**config.mk**
```make
export PLATFORM = sky130hd
export DESIGN_NAME = mrs_exec
export DESIGN_NICKNAME = d
export VERILOG_FILES = /design/src/rtl/mrs_exec.v /design/src/rtl/mrs_sub_unit.v
export VERILOG_INCLUDE_DIRS = /design/src /design/src/include
export SDC_FILE = /design/constraint.sdc
export NUM_CORES = 1
export LEC_CHECK = 0
export ABC_AREA = 1
export BUFFER_PORTS_ARGS = -buffer_cell sky130_fd_sc_hd__buf_2
export CAP_MARGIN = 10
export CORE_UTILIZATION = 43
export CTS_CLUSTER_SIZE = 8
export DETAILED_ROUTE_END_ITERATION = 8
export PLACE_DENSITY = 0.75
export SETUP_SLACK_MARGIN = 0.2
export SYNTH_ARGS = -nofsm -noshare
export SYNTH_HDL_FRONTEND = slang
export SYNTH_SLANG_ARGS = --single-unit
```
**constraint.sdc**
```tcl
create_clock -name ref_clk -period 3.7 [get_ports ref_clk]
set_input_delay 0.185 -clock ref_clk [delete_from_list [all_inputs] [get_ports ref_clk]]
set_output_delay 0.185 -clock ref_clk [all_outputs]
set_load 0.005 [all_outputs]
```
**src/include/mrs_defs.vh**
```
`ifndef MRS_DEFS_VH
`define MRS_DEFS_VH

// Operation codes on opCode
`define MRS_OP_NOP      5'h00
`define MRS_OP_RETX     5'h01
`define MRS_OP_IRET     5'h02
`define MRS_OP_ROTL     5'h03
`define MRS_OP_ROTLF    5'h04
`define MRS_OP_ROTR     5'h05
`define MRS_OP_ROTRF    5'h06
`define MRS_OP_SUBB     5'h07
`define MRS_OP_SUB      5'h08
`define MRS_OP_SUBI     5'h09
`define MRS_OP_DECSK    5'h0a
`define MRS_OP_INCSK    5'h0b
`define MRS_OP_BITSK    5'h0c
`define MRS_OP_SETB     5'h0d
`define MRS_OP_SETBIT   5'h0e
`define MRS_OP_CALL     5'h0f

// Status flag positions in the flags bus
`define MRS_FLG_C       0
`define MRS_FLG_HC      1
`define MRS_FLG_Z       2
`define MRS_FLG_SW      3

// Reset values, and the all-ones byte written by set byte
`define MRS_RST_WREG    8'h00
`define MRS_RST_FLAGS   4'h0
`define MRS_RST_PC      12'h000
`define MRS_ALL_ONES    8'hff

// Cycles spent by skips and control transfers
`define MRS_LONG_CYCLES 2

`endif

```
**src/rtl/mrs_exec.v**
```verilog
`timescale 1ns/1ps
`include "mrs_defs.vh"

// Operation
// - Immediate return pops PC, loads immediate into register, keeps flags.
// - Interrupt return pops PC and sets master interrupt enable.
// - Pending interrupt after interrupt return is serviced before main code.
// - Rotate left moves bit 7 to bit 0; memory or register; no flags.
// - Rotate left through carry; old carry to bit 0, bit 7 to carry.
// - Rotate right moves bit 0 to bit 7; memory or register; no flags.
// - Rotate right through carry; old carry to bit 7, bit 0 to carry.
// - Subtract with borrow: register minus memory minus inverted carry.
// - Subtraction carry is zero on negative result, one otherwise.
// - Plain subtract of memory to register or memory, or of immediate to register only.
// - Decrement memory, write back, skip next when zero.
// - Decrement to register keeps memory, skips when result zero.
// - Increment memory, write back, skip next when zero.
// - Increment to register keeps memory, skips when result zero.
// - Bit test skips next instruction when selected bit is set.
// - Taken skip adds a dummy cycle; instruction takes two cycles.
// - Set byte writes all ones to memory, flags kept.
// - Set bit forces one selected bit high, others kept.
// - Call pushes PC plus one, then loads target address.
module mrs_exec #(
    parameter PC_WIDTH = 12
) (
    ref_clk,
    rst,
    opValid,
    opCode,
    toRegister,
    memData,
    immData,
    bitSel,
    targetAddr,
    stackTop,
    irqPending,
    busy,
    workingRegister,
    carryFlag,
    halfCarryFlag,
    zeroFlag,
    signedWrapFlag,
    masterIrqEnable,
    programCounter,
    memWrite,
    memWriteData,
    stackPush,
    stackPushData,
    stackPop,
    skipTaken,
    irqServiceReq,
    dummyCycle
);
    input  wire                ref_clk;
    input  wire                rst;
    input  wire                opValid;
    input  wire [4:0]          opCode;
    input  wire                toRegister;
    input  wire [7:0]          memData;
    input  wire [7:0]          immData;
    input  wire [2:0]          bitSel;
    input  wire [PC_WIDTH-1:0] targetAddr;
    input  wire [PC_WIDTH-1:0] stackTop;
    input  wire                irqPending;
    output reg                 busy;
    output reg  [7:0]          workingRegister;
    output reg                 carryFlag;
    output reg                 halfCarryFlag;
    output reg                 zeroFlag;
    output reg                 signedWrapFlag;
    output reg                 masterIrqEnable;
    output reg  [PC_WIDTH-1:0] programCounter;
    output reg                 memWrite;
    output reg  [7:0]          memWriteData;
    output reg                 stackPush;
    output reg  [PC_WIDTH-1:0] stackPushData;
    output reg                 stackPop;
    output reg                 skipTaken;
    output reg                 irqServiceReq;
    output reg                 dummyCycle;

    localparam ST_RUN   = 2'b01;
    localparam ST_DUMMY = 2'b10;

    reg  [1:0]          state;
    reg  [1:0]          next_state;
    reg  [7:0]          result;
    reg                 writeReg;
    reg                 writeMem;
    reg                 next_carry;
    reg                 arith;
    reg                 skip;
    reg                 jump;
    reg  [PC_WIDTH-1:0] jumpAddr;
    reg                 doPush;
    reg                 doPop;
    reg                 setIrqEn;
    reg  [7:0]          subB;
    reg                 subBorrow;
    wire [7:0]          subDiff;
    wire                subCarry;
    wire                subHalf;
    wire                subWrap;
    wire [7:0]          bitMask;
    wire                accept;

    assign accept  = opValid & (state == ST_RUN);
    assign bitMask = 8'h01 << bitSel;

    mrs_sub_unit uSub (
        .a          (workingRegister),
        .b          (subB),
        .borrowIn   (subBorrow),
        .diff       (subDiff),
        .carryOut   (subCarry),
        .halfCarry  (subHalf),
        .signedWrap (subWrap)
    );

    always @* begin
        result     = 8'h00;
        writeReg   = 1'b0;
        writeMem   = 1'b0;
        next_carry = carryFlag;
        arith      = 1'b0;
        skip       = 1'b0;
        jump       = 1'b0;
        jumpAddr   = stackTop;
        doPush     = 1'b0;
        doPop      = 1'b0;
        setIrqEn   = 1'b0;
        subB       = memData;
        subBorrow  = 1'b0;
        case (opCode)
            `MRS_OP_RETX: begin
                result   = immData;
                writeReg = 1'b1;
                jump     = 1'b1;
                doPop    = 1'b1;
            end
            `MRS_OP_IRET: begin
                jump     = 1'b1;
                doPop    = 1'b1;
                setIrqEn = 1'b1;
            end
            `MRS_OP_ROTL: begin
                result   = {memData[6:0], memData[7]};
                writeReg = toRegister;
                writeMem = ~toRegister;
            end
            `MRS_OP_ROTLF: begin
                result     = {memData[6:0], carryFlag};
                next_carry = memData[7];
                writeReg   = toRegister;
                writeMem   = ~toRegister;
            end
            `MRS_OP_ROTR: begin
                result   = {memData[0], memData[7:1]};
                writeReg = toRegister;
                writeMem = ~toRegister;
            end
            `MRS_OP_ROTRF: begin
                result     = {carryFlag, memData[7:1]};
                next_carry = memData[0];
                writeReg   = toRegister;
                writeMem   = ~toRegister;
            end
            `MRS_OP_SUBB: begin
                subBorrow  = ~carryFlag;
                result     = subDiff;
                next_carry = subCarry;
                arith      = 1'b1;
                writeReg   = toRegister;
                writeMem   = ~toRegister;
            end
            `MRS_OP_SUB: begin
                result     = subDiff;
                next_carry = subCarry;
                arith      = 1'b1;
                writeReg   = toRegister;
                writeMem   = ~toRegister;
            end
            `MRS_OP_SUBI: begin
                subB       = immData;
                result     = subDiff;
                next_carry = subCarry;
                arith      = 1'b1;
                writeReg   = 1'b1;
            end
            `MRS_OP_DECSK: begin
                result   = memData - 8'h01;
                writeReg = toRegister;
                writeMem = ~toRegister;
                skip     = (result == 8'h00);
            end
            `MRS_OP_INCSK: begin
                result   = memData + 8'h01;
                writeReg = toRegister;
                writeMem = ~toRegister;
                skip     = (result == 8'h00);
            end
            `MRS_OP_BITSK: begin
                skip = |(memData & bitMask);
            end
            `MRS_OP_SETB: begin
                result   = `MRS_ALL_ONES;
                writeMem = 1'b1;
            end
            `MRS_OP_SETBIT: begin
                result   = memData | bitMask;
                writeMem = 1'b1;
            end
            `MRS_OP_CALL: begin
                doPush   = 1'b1;
                jump     = 1'b1;
                jumpAddr = targetAddr;
            end
            default: begin
                result = 8'h00;
            end
        endcase
    end

    always @* begin
        next_state = state;
        case (state)
            ST_RUN: begin
                if (accept && (skip || jump)) begin
                    next_state = ST_DUMMY;
                end
            end
            ST_DUMMY: begin
                next_state = ST_RUN;
            end
            default: begin
                next_state = ST_RUN;
            end
        endcase
    end

    always @(posedge ref_clk) begin
        if (rst) begin
            state           <= ST_RUN;
            busy            <= 1'b0;
            workingRegister <= `MRS_RST_WREG;
            carryFlag       <= 1'b0;
            halfCarryFlag   <= 1'b0;
            zeroFlag        <= 1'b0;
            signedWrapFlag  <= 1'b0;
            masterIrqEnable <= 1'b0;
            programCounter  <= `MRS_RST_PC;
            memWrite        <= 1'b0;
            memWriteData    <= 8'h00;
            stackPush       <= 1'b0;
            stackPushData   <= `MRS_RST_PC;
            stackPop        <= 1'b0;
            skipTaken       <= 1'b0;
            irqServiceReq   <= 1'b0;
            dummyCycle      <= 1'b0;
        end else begin
            state         <= next_state;
            busy          <= (next_state == ST_DUMMY);
            dummyCycle    <= (next_state == ST_DUMMY);
            memWrite      <= 1'b0;
            stackPush     <= 1'b0;
            stackPop      <= 1'b0;
            skipTaken     <= 1'b0;
            irqServiceReq <= 1'b0;
            if (accept) begin
                if (writeReg) begin
                    workingRegister <= result;
                end
                if (writeMem) begin
                    memWrite     <= 1'b1;
                    memWriteData <= result;
                end
                carryFlag <= next_carry;
                if (arith) begin
                    zeroFlag       <= (result == 8'h00);
                    halfCarryFlag  <= subHalf;
                    signedWrapFlag <= subWrap;
                end
                if (setIrqEn) begin
                    masterIrqEnable <= 1'b1;
                    irqServiceReq   <= irqPending;
                end
                stackPush     <= doPush;
                stackPop      <= doPop;
                stackPushData <= programCounter + {{(PC_WIDTH-1){1'b0}}, 1'b1};
                skipTaken     <= skip;
                if (jump) begin
                    programCounter <= jumpAddr;
                end else if (skip) begin
                    programCounter <= programCounter +
                                      {{(PC_WIDTH-2){1'b0}}, 2'b10};
                end else begin
                    programCounter <= programCounter +
                                      {{(PC_WIDTH-1){1'b0}}, 1'b1};
                end
            end
        end
    end
endmodule // mrs_exec

```
**src/rtl/mrs_sub_unit.v**
```verilog
`timescale 1ns/1ps
`include "mrs_defs.vh"

// Eight-bit subtract a - b - borrowIn, carry meaning "no borrow"
module mrs_sub_unit (
    a,
    b,
    borrowIn,
    diff,
    carryOut,
    halfCarry,
    signedWrap
);
    input  wire [7:0] a;
    input  wire [7:0] b;
    input  wire       borrowIn;
    output wire [7:0] diff;
    output wire       carryOut;
    output wire       halfCarry;
    output wire       signedWrap;

    wire [8:0] full;
    wire [4:0] low;

    assign full = {1'b0, a} - {1'b0, b} - {8'h00, borrowIn};
    assign low  = {1'b0, a[3:0]} - {1'b0, b[3:0]} - {4'h0, borrowIn};
    assign diff = full[7:0];
    assign carryOut  = ~full[8];
    assign halfCarry = ~low[4];
    assign signedWrap = (a[7] ^ b[7]) & (a[7] ^ full[7]);
endmodule // mrs_sub_unit

```
==> summary.txt <==
Status
  – Status: finished clean

STA
  – Tightest Pin Transition: 0.906 ns
  – Setup TNS: 0 ns
  – RSZ-0062 raised after global routing: no
  – Setup slack after layout: 0.770 ns
  – Hold Vio Cnt, Final: 0
  – Fin crit period: 2.93 ns
  – Final slew viol count: 0
  – Clk_skew: 0.0191 ns
  – Crit share post-route: 79.2%
  – Max Fclk: 0.341 GHz
  – Final setup vio count: 0
  – Worst rel slew slack: 39.4%

Pwr
  – Switching share of power: 35.7%
  – PwrDens: 268 nW/um^2
  – P_sw: 0.491 mW
  – Leak pwr: 2.80 nW
  – Comb power frac: 30.3%
  – Clock power share: 24.2%
  – Flop pwr share: 45.5%
  – Internal: 0.886 mW
  – Worst VDD drop: 239 uV

GRT
  – Gr usage total: 24.7%
  – First-pass GRT wire length: 22.1 mm
  – Vias in the first global route: 4487
  – Initial antenna violation count: 0
  – Largest net degree at the start of global routing: 35
  – Grt ovf: 0

Floorplan
  – FP Rows: 36
  – Starting Density: 45.1%
  – Die W: 104 um
  – DIE AREA: 10800 sq um
  – # IOs: 105
  – Core area: 9910 sq um
  – Die Ht: 104 um

Layout
  – Final Non-Filler Cells: 996
  – Fillers: 1088
  – Area Overhead vs Synth: 14.7%
  – Nets: 935
  – Multi-input logic area: 2870 sq um
  – FF+latch area: 1060 sq um
  – Ant diodes: 0
  – Share of cells above drive strength 1: 17.4%
  – Layout Cell Area excl Fill: 5130 sq um

Worst setup path
  – Crit path DAT: 3.11 ns
  – CP Capture Type: flop
  – Crit path launch type: primary input
  – CP Class: primary input to flop
  – Worst Path Max Fanout: 17
  – Worst endpoint required time: 3.88 ns

Routing
  – Wire per inst: 13.2 um
  – Wirelength, routed: 13.1 mm
  – Detailed-route DRC error count: 0
  – Detailed-route vias per instance: 5.08
  – Via count: 5061
  – Drt pass-1 iters: 5
  – Initial detailed-routing violation count: 417
  – ANT nets after route: 0

Synth
  – Synth top area cells: dfxtp_1 (24%), nand2_1 (21%), nor2_1 (8.8%)
  – Synth async-reset ratio: 0%
  – Syn Nets: 848
  – Post-synthesis simple-gate area fraction: 42.6%
  – Main combinational cell family by area after synthesis: simple AND/OR/NAND/NOR gates
  – Cell variety after synth: 37
  – Post-synthesis xor/xnor area fraction: 3.13%
  – YS warnings: 0
  – Post-synth top area share: 23.7%
  – Synth Flop Type: dfxtp_1
  – Post-synth EDFFs: 0
  – Synth Area in Adders: 5.93%
  – Post-synthesis mux area share: 0%
  – Post-synthesis compound-gate area fraction: 12.3%
  – Count leader, synth: nand2_1
  – Synthesized cell area: 4470 sq um
  – Flops & latches, synth: 53
  – Avg Inst Size Synth: 5.77 sq um
  – Cell count after synthesis: 775
  – Commonest cells post-synth: nand2_1 (245), nor2_1 (105), inv_1 (103)
  – Post-synth top area cell: dfxtp_1
  – Post-synthesis sequential area ratio: 23.7%

Clock network
  – CTS buffer count: 5
  – Root buf cell: clkbuf_8
  – CTS sink cnt: 53
  – CTS tree: yes
  – H-tree lvl count: 2
  – Post-CTS sizing: 0
  – CTS hold repair buffers: 0
  – Post-CTS Setup Bufs: 0
  – Worst-Skew Late Latency: 0.31 ns
  – CTS clk-pin slew, worst paths: 0.11 ns
  – Longest Clk Path Bufs: 2

Place
  – Setup WS pre-CTS: 0.515 ns
  – Placed cell areas: 5040 sq um
  – Post-DP HPWL: 10.3 mm
  – Placed cells: 988
  – Gp weighted congestion: 0.965
  – IO Port Bufs: 104

Hold path
  – Hold Crit Class: primary input to flop

Run
  – Max-Cap Viols: 0
==> cell families (layout without fill, tap and decap cells) <==
kind of cell | count (synthesis) | in the layout
AND/OR/NAND/NOR | 450 | 450
buffers and inverters | 136 | 224
AO/OA/AOI/OAI | 100 | 100
flip-flops | 53 | 53
adder cells (fa/ha/maj) | 20 | 20
XOR/XNOR | 16 | 16
==> cells in the final DEF (no fill, tap or decap) <==
cell type	Yosys	final
nand4_2	1	1
nand2_2	5	5
xor2_1	16	16
o21ai_1	4	4
nor2_2	10	11
inv_2	8	8
buf_2	5	104
o211ai_1	5	5
nor2_4	3	3
inv_1	103	103
a31oi_1	13	13
or2_2	1	1
nand3_1	53	53
clkbuf_8	0	5
o22ai_1	2	2
nor4_1	1	1
nand2_4	1	1
a21oi_2	2	2
clkinv_2	0	1
a211oi_1	1	1
nor3_1	7	7
nand4_1	11	11
nor2_1	105	104
o21ai_0	37	37
a21oi_1	33	33
fa_1	2	2
nor3_2	2	2
clkinv_4	0	2
nand3_2	1	1
ha_1	18	18
dfxtp_1	53	53
nand2_1	245	245
nand3b_1	3	3
and2_1	1	1
buf_4	4	1
a21boi_0	1	1
o21ai_2	2	2
==> flip-flops by register name, summed over array words and instances (netlist names) <==
name and flops:
stackPop 1, irqServiceReq 1, memWriteData 8, masterIrqEnable 1, dummyCycle 1, zeroFlag 1, signedWrapFlag 1, state 2
programCounter 12, workingRegister 8, stackPushData 12, carryFlag 1, halfCarryFlag 1, skipTaken 1, stackPush 1, memWrite 1
==> worst max-delay path, stage by stage <==
cell     delay, ns
buf_2         0.15
inv_2         0.04
nor2_2        0.11
nand2_1       0.10
nor2_2        0.49
nand2_1       0.11
o21ai_0       0.14
fa_1          0.21
inv_1         0.06
fa_1          0.41
o21ai_0       0.27
nand2_1       0.14
nand2_1       0.09
nand2_1       0.06
nor2_1        0.11
nor2_1        0.05
nand2_1       0.09
nor2_1        0.05
nand3_1       0.08
nor2_1        0.05
nor2_1        0.08
nor2_1        0.04
==> layer usage <==
layer / wire length, um / up-vias / part of all wire [%] / GRT usage [%]
li1: - / 2607 / - / -
met1: 6350 / 2236 / 48 / 36.2
met2: 5620 / 203 / 43 / 39.0
met3: 1010 / 15 / 7.7 / 2.76
met4: 151 / 0 / 1.1 / 4.39
met5: 0 / - / 0 / 0
==> area by class of cell <==
cell class / instances / share of cell area (%)
Tap cell: 133 / 3.24
Clock buffer: 5 / 1.34
Timing Repair Buffer: 105 / 10.3
Multi-Input combinational cell: 586 / 55.9
Clock inverter: 3 / 0.439
Sequential cell: 53 / 20.7
Inverter: 111 / 8.12
==> power groups by stage <==
stage | Sequential [mW] | Combinational, mW | Clock [mW]
after floorplan | 0.637 | 0.279 | 0
after global placement | 0.639 | 0.409 | 0
after detailed placement | 0.640 | 0.411 | 0
after CTS | 0.626 | 0.413 | 0.339
after global routing | 0.632 | 0.477 | 0.363
final | 0.627 | 0.417 | 0.333
==> final timing paths <==
kind	startpoint	end	slack [ns]	depth (start not counted)
worst max-delay path	opCode[3]	zeroFlag	0.77	22
worst max register to register	carryFlag	zeroFlag	1.27	16
worst min register to register	masterIrqEnable	masterIrqEnable	0.47	2
worst min-delay path	irqPending	irqServiceReq	0.07	3
==> stage by stage <==
step	utilization (%)	hold WS, ns	power, mW
global route	51.8	0.0948	1.47
finish	51.8	0.0675	1.38
global placement	50.8	0.402	1.05
CTS	51.8	0.0662	1.38
floorplan	-	0.297	0.915
detailed placement	50.8	0.410	1.05
No activity file was read; power rests on OpenSTA's default activity.
